`src/rtl/rsr_pkg.sv`:
```
// Shared constants and types for the rail status register bank
`default_nettype none
package rsr_pkg;
    localparam int ADDR_W = 12;
    localparam int DATA_W = 32;
    localparam int PG_LO_W = 8;
    localparam int PG_HI_W = 6;
    localparam int FLT_LO_W = 8;
    localparam int FLT_HI_W = 5;
    localparam int PG_W = PG_LO_W + PG_HI_W;
    localparam int FLT_W = FLT_LO_W + FLT_HI_W;
    localparam int SYNC_STAGES = 2;

    // Register indices; byte address is four times the index
    localparam logic [7:0] IDX_PG_LO = 8'hb0;
    localparam logic [7:0] IDX_PG_HI = 8'hb1;
    localparam logic [7:0] IDX_FLT_LO = 8'hb2;
    localparam logic [7:0] IDX_FLT_HI = 8'hb3;
    localparam logic [7:0] IDX_MASK_LO = 8'hb8;
    localparam logic [7:0] IDX_MASK_HI = 8'hb9;

    // Field positions
    localparam int BIT_BUCK_1_A = 0;
    localparam int BIT_SWITCHER_A = 6;
    localparam int BIT_AUX_LDO_2 = 7;
    localparam int BIT_AUX_LDO_3 = 0;
    localparam int BIT_SWITCHER_B1 = 1;
    localparam int BIT_SWITCHER_B2 = 2;
    localparam int BIT_DDR_TERMINATION_LDO = 3;
    localparam int BIT_AUX_LDO_1 = 4;
    localparam int BIT_FIXED_5V_LDO = 5;

    // Reset values
    localparam logic [7:0] RST_PG = 8'h00;
    localparam logic [7:0] RST_FLT = 8'h00;
    localparam logic [7:0] RST_MASK = 8'h00;

    localparam logic [1:0] RESP_OKAY = 2'h0;
    localparam logic [1:0] RESP_SLVERR = 2'h2;

    typedef struct packed {
        logic [PG_HI_W-1:0] hi;
        logic [PG_LO_W-1:0] lo;
    } rsr_pg_t;

    typedef struct packed {
        logic [FLT_HI_W-1:0] hi;
        logic [FLT_LO_W-1:0] lo;
    } rsr_flt_t;
endpackage
`default_nettype wire

```
`src/rtl/rsr_sync.sv`:
```
// Two-stage synchroniser with falling-edge detect per bit
`default_nettype none
module rsr_sync #(
    parameter int W = 1
) (
    input wire logic aclk,
    input wire logic aresetn,
    input wire logic [W-1:0] async_in,
    output logic [W-1:0] level,
    output logic [W-1:0] fall
);
    import rsr_pkg::*;
    logic [W-1:0] meta_r;
    logic [W-1:0] sync_r;
    logic [W-1:0] prev_r;

    always_ff @(posedge aclk) begin
        if (!aresetn) begin
            meta_r <= '0;
            sync_r <= '0;
            prev_r <= '0;
        end else begin
            meta_r <= async_in;
            sync_r <= meta_r;
            prev_r <= sync_r;
        end
    end

    assign level = sync_r;
    assign fall = prev_r & ~sync_r;
endmodule
`default_nettype wire

```
`src/rtl/rsr_top.sv`:
```
// Rail status register bank with AXI4-Lite slave and fault interrupt
//
// Function
// Power-good low register at B0h, read-only
// Power-good bit is 1 while rail regulates
// Power-good high register at B1h, 7:6 reserved
// Power-good registers reset to zero
// Fault low register at B2h, same order
// Regulation loss sets fault; stays set after
// Host clears fault by writing one
// Fault high register at B3h, 7:5 reserved
// Fault flags reset to zero
// Zero writes, read-only, reserved bits ignored
// Set beats simultaneous clear
`default_nettype none
module rsr_top #(
    parameter int ADDR_W = rsr_pkg::ADDR_W
) (
    input wire logic aclk,
    input wire logic aresetn,
    input wire rsr_pkg::rsr_pg_t rail_in_regulation,
    input wire logic [ADDR_W-1:0] s_axi_awaddr,
    input wire logic s_axi_awvalid,
    output logic s_axi_awready,
    input wire logic [rsr_pkg::DATA_W-1:0] s_axi_wdata,
    input wire logic [3:0] s_axi_wstrb,
    input wire logic s_axi_wvalid,
    output logic s_axi_wready,
    output logic [1:0] s_axi_bresp,
    output logic s_axi_bvalid,
    input wire logic s_axi_bready,
    input wire logic [ADDR_W-1:0] s_axi_araddr,
    input wire logic s_axi_arvalid,
    output logic s_axi_arready,
    output logic [rsr_pkg::DATA_W-1:0] s_axi_rdata,
    output logic [1:0] s_axi_rresp,
    output logic s_axi_rvalid,
    input wire logic s_axi_rready,
    output logic irq
);
    import rsr_pkg::*;

    rsr_pg_t pg;
    logic [PG_W-1:0] pg_fall;
    rsr_flt_t fault;
    rsr_flt_t fault_set;
    rsr_flt_t fault_clr;

    logic aw_held_r;
    logic w_held_r;
    logic [ADDR_W-1:0] awaddr_r;
    logic [DATA_W-1:0] wdata_r;
    logic [3:0] wstrb_r;
    logic bvalid_r;
    logic [1:0] bresp_r;
    logic rvalid_r;
    logic [1:0] rresp_r;
    logic [DATA_W-1:0] rdata_r;
    logic [FLT_LO_W-1:0] mask_lo_r;
    logic [FLT_HI_W-1:0] mask_hi_r;
    logic irq_r;

    logic aw_hs;
    logic w_hs;
    logic ar_hs;
    logic wr_fire;
    logic wr_lane0;
    logic [7:0] wr_idx;
    logic wr_hit;
    logic [7:0] rd_idx;
    logic rd_hit;
    logic [DATA_W-1:0] rd_data;

    // Rail levels come from the analog side
    rsr_sync #(
        .W(PG_W)
    ) u_sync (
        .aclk(aclk),
        .aresetn(aresetn),
        .async_in(rail_in_regulation),
        .level(pg),
        .fall(pg_fall)
    );

    // Loss of regulation is a falling power-good level
    always_comb begin
        fault_set.lo = pg_fall[FLT_LO_W-1:0];
        fault_set.hi = pg_fall[PG_LO_W+FLT_HI_W-1:PG_LO_W];
    end

    rsr_w1c #(
        .W(FLT_W)
    ) u_fault (
        .aclk(aclk),
        .aresetn(aresetn),
        .set(fault_set),
        .clr(fault_clr),
        .flags(fault)
    );

    // AXI4-Lite channel handshakes
    assign s_axi_awready = !aw_held_r && !bvalid_r;
    assign s_axi_wready = !w_held_r && !bvalid_r;
    assign s_axi_arready = !rvalid_r;
    assign aw_hs = s_axi_awvalid && s_axi_awready;
    assign w_hs = s_axi_wvalid && s_axi_wready;
    assign ar_hs = s_axi_arvalid && s_axi_arready;
    assign wr_fire = aw_held_r && w_held_r && !bvalid_r;
    assign wr_lane0 = wr_fire && wstrb_r[0];
    assign wr_idx = awaddr_r[9:2];
    assign rd_idx = s_axi_araddr[9:2];

    always_ff @(posedge aclk) begin
        if (!aresetn) begin
            aw_held_r <= 1'b0;
            awaddr_r <= '0;
        end else if (aw_hs) begin
            aw_held_r <= 1'b1;
            awaddr_r <= s_axi_awaddr;
        end else if (wr_fire) begin
            aw_held_r <= 1'b0;
        end
    end

    always_ff @(posedge aclk) begin
        if (!aresetn) begin
            w_held_r <= 1'b0;
            wdata_r <= '0;
            wstrb_r <= '0;
        end else if (w_hs) begin
            w_held_r <= 1'b1;
            wdata_r <= s_axi_wdata;
            wstrb_r <= s_axi_wstrb;
        end else if (wr_fire) begin
            w_held_r <= 1'b0;
        end
    end

    // Address decode; upper bits and byte offset must be zero and the index must be in the map
    always_comb begin
        wr_hit = (awaddr_r[ADDR_W-1:10] == '0) &&
            (awaddr_r[1:0] == 2'h0);
        case (wr_idx)
            IDX_PG_LO, IDX_PG_HI, IDX_FLT_LO, IDX_FLT_HI,
            IDX_MASK_LO, IDX_MASK_HI: begin
            end
            default: begin
                wr_hit = 1'b0;
            end
        endcase
    end

    // Write-one-to-clear on fault flags only
    always_comb begin
        fault_clr = '0;
        if (wr_lane0 && wr_hit && wr_idx == IDX_FLT_LO) begin
            fault_clr.lo = wdata_r[FLT_LO_W-1:0];
        end
        if (wr_lane0 && wr_hit && wr_idx == IDX_FLT_HI) begin
            fault_clr.hi = wdata_r[FLT_HI_W-1:0];
        end
    end

    always_ff @(posedge aclk) begin
        if (!aresetn) begin
            mask_lo_r <= RST_MASK[FLT_LO_W-1:0];
            mask_hi_r <= RST_MASK[FLT_HI_W-1:0];
        end else if (wr_lane0 && wr_hit) begin
            if (wr_idx == IDX_MASK_LO) begin
                mask_lo_r <= wdata_r[FLT_LO_W-1:0];
            end
            if (wr_idx == IDX_MASK_HI) begin
                mask_hi_r <= wdata_r[FLT_HI_W-1:0];
            end
        end
    end

    always_ff @(posedge aclk) begin
        if (!aresetn) begin
            bvalid_r <= 1'b0;
            bresp_r <= RESP_OKAY;
        end else if (wr_fire) begin
            bvalid_r <= 1'b1;
            bresp_r <= wr_hit ? RESP_OKAY : RESP_SLVERR;
        end else if (s_axi_bready) begin
            bvalid_r <= 1'b0;
        end
    end

    assign s_axi_bvalid = bvalid_r;
    assign s_axi_bresp = bresp_r;

    // Read mux; reserved bits read as zero
    always_comb begin
        rd_data = '0;
        rd_hit = (s_axi_araddr[ADDR_W-1:10] == '0) &&
            (s_axi_araddr[1:0] == 2'h0);
        case (rd_idx)
            IDX_PG_LO: begin
                rd_data[PG_LO_W-1:0] = pg.lo;
            end
            IDX_PG_HI: begin
                rd_data[PG_HI_W-1:0] = pg.hi;
            end
            IDX_FLT_LO: begin
                rd_data[FLT_LO_W-1:0] = fault.lo;
            end
            IDX_FLT_HI: begin
                rd_data[FLT_HI_W-1:0] = fault.hi;
            end
            IDX_MASK_LO: begin
                rd_data[FLT_LO_W-1:0] = mask_lo_r;
            end
            IDX_MASK_HI: begin
                rd_data[FLT_HI_W-1:0] = mask_hi_r;
            end
            default: begin
                rd_hit = 1'b0;
            end
        endcase
        if (!rd_hit) begin
            rd_data = '0;
        end
    end

    always_ff @(posedge aclk) begin
        if (!aresetn) begin
            rvalid_r <= 1'b0;
            rresp_r <= RESP_OKAY;
            rdata_r <= '0;
        end else if (ar_hs) begin
            rvalid_r <= 1'b1;
            rresp_r <= rd_hit ? RESP_OKAY : RESP_SLVERR;
            rdata_r <= rd_data;
        end else if (s_axi_rready) begin
            rvalid_r <= 1'b0;
        end
    end

    assign s_axi_rvalid = rvalid_r;
    assign s_axi_rresp = rresp_r;
    assign s_axi_rdata = rdata_r;

    // Level interrupt from fault flags whose mask bit is set
    always_ff @(posedge aclk) begin
        if (!aresetn) begin
            irq_r <= 1'b0;
        end else begin
            irq_r <= |({mask_hi_r, mask_lo_r} & fault);
        end
    end

    assign irq = irq_r;
endmodule
`default_nettype wire

```
`src/rtl/rsr_w1c.sv`:
```
// Sticky flag bank, write-one-to-clear, set has priority
`default_nettype none
module rsr_w1c #(
    parameter int W = 1
) (
    input wire logic aclk,
    input wire logic aresetn,
    input wire logic [W-1:0] set,
    input wire logic [W-1:0] clr,
    output logic [W-1:0] flags
);
    import rsr_pkg::*;
    logic [W-1:0] flags_r;
    logic [W-1:0] flags_nxt;

    always_comb begin
        flags_nxt = (flags_r & ~clr) | set;
    end

    always_ff @(posedge aclk) begin
        if (!aresetn) begin
            flags_r <= '0;
        end else begin
            flags_r <= flags_nxt;
        end
    end

    assign flags = flags_r;
endmodule
`default_nettype wire

```
`config.mk`:
```
export PLATFORM = sky130hd
export DESIGN_NAME = rsr_top
export DESIGN_NICKNAME = d
export VERILOG_FILES = /design/src/rtl/rsr_pkg.sv /design/src/rtl/rsr_sync.sv /design/src/rtl/rsr_top.sv /design/src/rtl/rsr_w1c.sv
export SDC_FILE = /design/constraint.sdc
export NUM_CORES = 1
export LEC_CHECK = 0
export BUFFER_PORTS_ARGS = -buffer_cell sky130_fd_sc_hd__buf_4
export CORE_ASPECT_RATIO = 0.75
export CORE_MARGIN = 2
export CORE_UTILIZATION = 51
export DETAILED_ROUTE_END_ITERATION = 16
export GPL_ROUTABILITY_DRIVEN = 0
export GPL_TIMING_DRIVEN = 0
export HOLD_SLACK_MARGIN = 0.03
export PLACE_DENSITY = 0.78
export SYNTH_ARGS = -nofsm -noshare
export SYNTH_HDL_FRONTEND = slang
export SYNTH_SLANG_ARGS = --single-unit
```
`constraint.sdc`:
```
create_clock -name aclk -period 2 [get_ports aclk]
set_clock_uncertainty 0.1 [all_clocks]
set_input_delay 0.1 -clock aclk [delete_from_list [all_inputs] [get_ports aclk]]
set_output_delay 0.1 -clock aclk [all_outputs]
set_load 0.01 [all_outputs]
```
Word level (Yosys, flattened, before mapping)
Index checks and enable logic that the tools add are counted.
W data, S select, Z words.
{ "totals": {"regBits": 129, "inputBits": 81, "output_inout_bits": 42, "word_cells": 82} }
{ "op_classes": {"n_eq_ne": 12, "mux": 17, "bitwise_logic": 6, "n_reduce_logical": 30} }
{ "op_table": {"columns": ["cell", "count"], "rows": [
  ["$eq A8 B8 Y1 const B", 12],
  ["$and A13 B13 Y13", 3],
  ["$pmux W5 S6", 1],
  ["$not A13 Y13", 2],
  ["$mux W8", 2],
  ["$logic_and A1 B1 Y1", 13],
  ["$or A13 B13 Y13", 1],
  ["$reduce_or A13 Y1", 1],
  ["$reduce_or A6 Y1", 2],
  ["$mux W1", 9],
  ["$logic_not A2 Y1", 4],
  ["$reduce_bool A2 Y1", 4],
  ["$pmux W2 S3", 1],
  ["$mux W5", 1],
  ["$logic_not A1 Y1", 4],
  ["$mux W2", 2],
  ["$pmux W1 S4", 1],
  ["$reduce_and A2 Y1", 2]
]} }

Depth between registers and ports, before layout
{ "logic_depth": {"ltp_word": 9, "mapped_depth": 6, "depth_no_buf": 4} }

Hierarchy
Synthesis repeated with hierarchy kept, for this count alone.
{ "hier_totals": {"cells_unflattened": 446, "hier_area_um2": 4206.5} }
{ "by_module_without_submodules": {"columns": ["module", "instances", "cells_each", "area_each_um2", "seq_area_each_um2"], "rows": [
  ["rsr_top", 1, 304, 2529.9, 980.9],
  ["rsr_sync", 1, 102, 1226.2, 840.8],
  ["rsr_w1c", 1, 40, 450.4, 260.2]
]} }

Worst setup path before layout
OpenSTA, ideal clock, no wires.
{ "synth_path": {"path_type": "reg2reg", "start": "register bvalid_r, in the netlist s_axi_bvalid", "end": "register mask_lo_r[0]", "setup_ns": 0.119, "arrival_time_ns": 1.556, "t_required_ns": 1.781, "path_slack_ns": 0.225, "path_stages_with_launch": 6, "path_buffers": 1, "synth_period_minus_slack_ns": 1.775, "path_cell_list": "dfxtp_1 -> and4b_1 -> nand4_2 -> or4b_1 -> buf_6 -> mux2i_1"} }
{ "synth_via": {"elab_chain_cells": 5} }
{ "synth_lines": {"columns": ["element", "line", "text"], "rows": [
  ["start, declared", "rsr_top.sv:54", "logic bvalid_r;"],
  ["start signal, assigned", "rsr_top.sv:180", "bvalid_r <= 1'b0;"],
  ["start signal, assigned", "rsr_top.sv:183", "bvalid_r <= 1'b1;"],
  ["start signal, assigned", "rsr_top.sv:186", "bvalid_r <= 1'b0;"],
  ["$logic_not A1 Y1", "rsr_top.sv:108", "assign wr_fire = aw_held_r && w_held_r && !bvalid_r;"],
  ["$logic_and A1 B1 Y1", "rsr_top.sv:108", null],
  ["$logic_and A1 B1 Y1", "rsr_top.sv:109", "assign wr_lane0 = wr_fire && wstrb_r[0];"],
  ["$logic_and A1 B1 Y1", "rsr_top.sv:168", "end else if (wr_lane0 && wr_hit) begin"],
  ["$reduce_and A2 Y1 (no source line)", null, null],
  ["end signal, assigned", "rsr_top.sv:166", "mask_lo_r <= RST_MASK[FLT_LO_W-1:0];"],
  ["end signal, assigned", "rsr_top.sv:170", "mask_lo_r <= wdata_r[FLT_LO_W-1:0];"],
  ["end, declared", "rsr_top.sv:59", "logic [FLT_LO_W-1:0] mask_lo_r;"]
]} }
No other way between the ends.
A chain may end at the register's enable or synchronous reset.

Worst setup path in the final report
{ "layout_path": {"start": "register awaddr_r[3]", "end": "register u_fault.flags_r[11], in the netlist u_fault.flags[11]"} }
{ "layout_via": {"elab_chain_cells": 9, "elab_cells_between_ends": 14, "classes_between": "6 x eq/ne; 2 x mux; 3 x bitwise; 3 x reduce/logical"} }
{ "layout_lines": {"columns": ["element", "line", "text"], "rows": [
  ["start, declared", "rsr_top.sv:51", "logic [ADDR_W-1:0] awaddr_r;"],
  ["start signal, assigned", "rsr_top.sv:119", "awaddr_r <= s_axi_awaddr;"],
  ["$eq A8 B8 Y1, on equally long branches", "rsr_top.sv:143, rsr_top.sv:159", null],
  ["$reduce_or A6 Y1", "rsr_top.sv:143", "case (wr_idx)"],
  ["$mux W1", "rsr_top.sv:143", null],
  ["$logic_and A1 B1 Y1", "rsr_top.sv:159", "if (wr_lane0 && wr_hit && wr_idx == IDX_FLT_HI) begin"],
  ["$logic_and A1 B1 Y1 *", "rsr_top.sv:159", null],
  ["$mux W5 *", "rsr_top.sv:159", null],
  ["$not A13 Y13 *", "rsr_w1c.sv:17", "flags_nxt = (flags_r & ~clr) | set;"],
  ["$and A13 B13 Y13 *", "rsr_w1c.sv:17", null],
  ["$or A13 B13 Y13 *", "rsr_w1c.sv:17", null],
  ["end signal, assigned", "rsr_w1c.sv:24", "flags_r <= flags_nxt;"],
  ["end, declared", "rsr_w1c.sv:13", "logic [W-1:0] flags_r;"]
]} }
Mark *: on every way between the ends. The rest lies on a longest branch, timed or not.

==> results.toml <==
[hold_path]
hp-class = "input port to flop"
holdPathStages = 3

[yosys]
synth_top_family_by_area = "simple AND/OR/NAND/NOR gates"
synth-compound-area-share_pct = 13.35
ys_ff_latch = 103
synth-simple-area-share_pct = 23.08
synth_fa_ha_area_share_pct = 0
yosys.area_share.xor_xnor_pct = 0
ys_seq_area_share_pct = 49.65
postSynthCellCount = 450
synth.distinct_cells = 47
synth_ff_type = "dfxtp_1"
yosys_warnings = 0
synth_top_area_share_pct = 49.65
synth.area.mux_share_pct = 6.478
syn_avg_cell_area_um2 = 9.228
netlist_top_cells_area = "dfxtp_1 (50%), nand2_1 (6.7%), and2_1 (6.6%)"
synth_edf_count = 0
syn_area_um2 = 4153
synth_top_cell_by_area = "dfxtp_1"
synthArstFlopShare_pct = 0

[drt]
final_antenna_net_count = 0
firstDrtPassIters = 5
vias_per_cell = 5.060
num_vias = 3567
initialDrtViolationCount = 158
drt-total-wl_um = 10090
drc_errors = 0
wire_per_inst_um = 14.30

[setup_path]
start_kind = "flop"
criticalPathCategory = "flop to flop"
path_delay_family = "simple AND/OR/NAND/NOR gates"
required_ns = 2.13
critical_path_depth = 4
cp-end-kind = "flop"
cp.buffers_inverters = 0
timing.rr.start = "awaddr_r[3]"
crit_path_cell_trace = "a211oi_2 > nand4_4 > nor3_1 > a21oi_1"
reg2reg_slack_ns = 0.08
rr_endpoint = "u_fault.flags[11]"
crit_path_max_incr_delay_ns = 0.68
cpMaxStageDelayCell = "nor3_1"
startpoint = "awaddr_r[3]"
cp_max_fo = 6
ff2ff_path_depth = 4
critPathArrivalTime_ns = 2.06
endpoint = "u_fault.flags[11]"

[timing]
hold_viol = 0
whs_ns = 0.1208
max_freq_mhz = 520.0
finalCritPeriodShare_pct = 96.16
max-slew-margin-rel_pct = 47.45
slew_violations = 0
fin_crit_ns = 1.923
setup_viol = 0
worst_pin_slew_ns = 0.7822

[global_routing]
grt_overflow = 0
grt_pass1_wl_um = 16040
grt_max_degree = 19
gr-usage-all-layers_pct = 23.82
antenna_found_initial = 0
grt_pass1_vias = 3335

[floorplan]
num_rows = 28
start_util_pct = 52.68
die_h_um = 82.15
io_pins = 123
die_x_um = 108.2
dieArea_um2 = 8888
core_area_um2 = 7883

[clock_tree]
cts_tree = "yes"
clk_latency_ns = 0.38
post_cts_buffers = 0
htreeDepth = 3
cts.sinks = 103
cts_buffers = 9
ctsLongestPathBuffers = 2
path_clk_slew_ns = 0.10
root_buffer = "clkbuf_8"

[cells_and_area]
most-common-layout-cells = "dfxtp_1 (101), buf_4 (93), nand2_1 (74)"
antenna_cells = 0
design_area_um2 = 5514
drive_gt1_share_pct = 20.67
layout.nets = 676
areaGrowthSynthToFinish_pct = 32.78
final_common_cell = "dfxtp_1"

[place]
port_buffers = 67
dp_hpwl_um = 7150
dpl_cell_area_um2 = 4881

[power]
p_leak_nw = 2.389
powerDensity_nw_per_um2 = 713.6
ir_worst_vdd_v = 0.0004450

[run]
drv_cap = 0

[outcome]
outcome = "finished clean"
## Yosys cell counts, drive strengths merged (2+ instances only)
cell and instances:
clkbuf 16, nor2 6, mux2i 19, a22o 4, dfxtp 103, nor2b 28
nand2b 4, nor3b 3, and3b 2, a211oi 2, a32o 3, nand3b 2
nor3 3, and2 44, a221oi 4, nand2 74, mux2 5, o21ai 20
inv 6, a31oi 4, buf 31, a22oi 6, a21oi 41
## layer usage
metal / track usage [%] / wire [um]
met1: 31.56 / 4596
met2: 37.99 / 4532
met3: 6.201 / 702
met4: 8.718 / 253
met5: 0 / 0
## flip-flops by register name (all words and copies together) (netlist names)
name and cells:
u_sync.meta_r 14, aw_held_r 1, awaddr_r 12, u_fault.flags 13, u_sync.level 14, mask_lo_r 8, mask_hi_r 5, wstrb_r 1
irq 1, w_held_r 1, u_sync.prev_r 13, s_axi_rvalid 1, s_axi_rresp 1, s_axi_bvalid 1, wdata_r 8, s_axi_bresp 1
s_axi_rdata 8
## stage by stage
stage | std cells | setup slack, ns | power, W | utilization, % | TNS, ns
floorplan | 475 | 0.2252 | 0.002470 | - | 0
global placement | 647 | 0.09476 | 0.002621 | 61.92 | 0
detailed placement | 647 | 0.01687 | 0.002637 | 61.92 | 0
CTS | 705 | 0.002151 | 0.003945 | 69.63 | 0
global route | 705 | -0.004853 | 0.004102 | 69.95 | -0.004853
finish | 705 | 0.07675 | 0.003935 | 69.95 | 0
## worst min path at each step
| stage | start | endpoint | slack, ns |
|---|---|---|---|
| floorplan | rail_in_regulation[8] | u_sync.meta_r[8] | 0.12 |
| global placement | rail_in_regulation[8] | u_sync.meta_r[8] | 0.20 |
| detailed placement | rail_in_regulation[0] | u_sync.meta_r[0] | 0.21 |
| CTS | s_axi_wvalid | w_held_r | 0.08 |
| global route | s_axi_wvalid | w_held_r | 0.15 |
| finish | s_axi_wvalid | w_held_r | 0.12 |
## kinds of logic after synthesis
logic type,after synthesis
AOI/OAI and AO/OA,91
muxes,25
other,1
and+or+nand+nor,177
DFF,103
buffers and inverters,53
## worst reg2reg max path, cell delays in order, from the launching register on
cell	delay, ns
dfxtp_2	0.36
a211oi_2	0.33
nand4_4	0.17
nor3_1	0.68
a21oi_1	0.14
## power breakdown
| group | switching, W | internal, W | leakage [nW] |
|---|---|---|---|
| logic | 0.000220 | 0.000259 | 1.45 |
| registers | 0.0000635 | 0.00213 | 0.843 |
| clock network | 0.000750 | 0.000512 | 0.0968 |
## timing repair
| action | CTS | global route |
|---|---|---|
| endpoints found under the setup margin | 0 | 21 |
| endpoints found under the hold margin | 38 | 0 |
| resized for setup | 0 | 5 |
| hold buffers | 42 | 0 |
## area by class of cell
| cell class | instances | area, um2 |
|---|---|---|
| inverter | 6 | 22.52 |
| tap | 105 | 131.4 |
| multi-input combinational | 319 | 1902 |
| fill | 604 | 2369 |
| sequential | 103 | 2064 |
| clock inverter | 5 | 46.29 |
| buffer | 47 | 282.8 |
| clock buffer | 11 | 141.4 |
| timing repair buffer | 109 | 923.4 |
(Power assumes the default switching activity.)
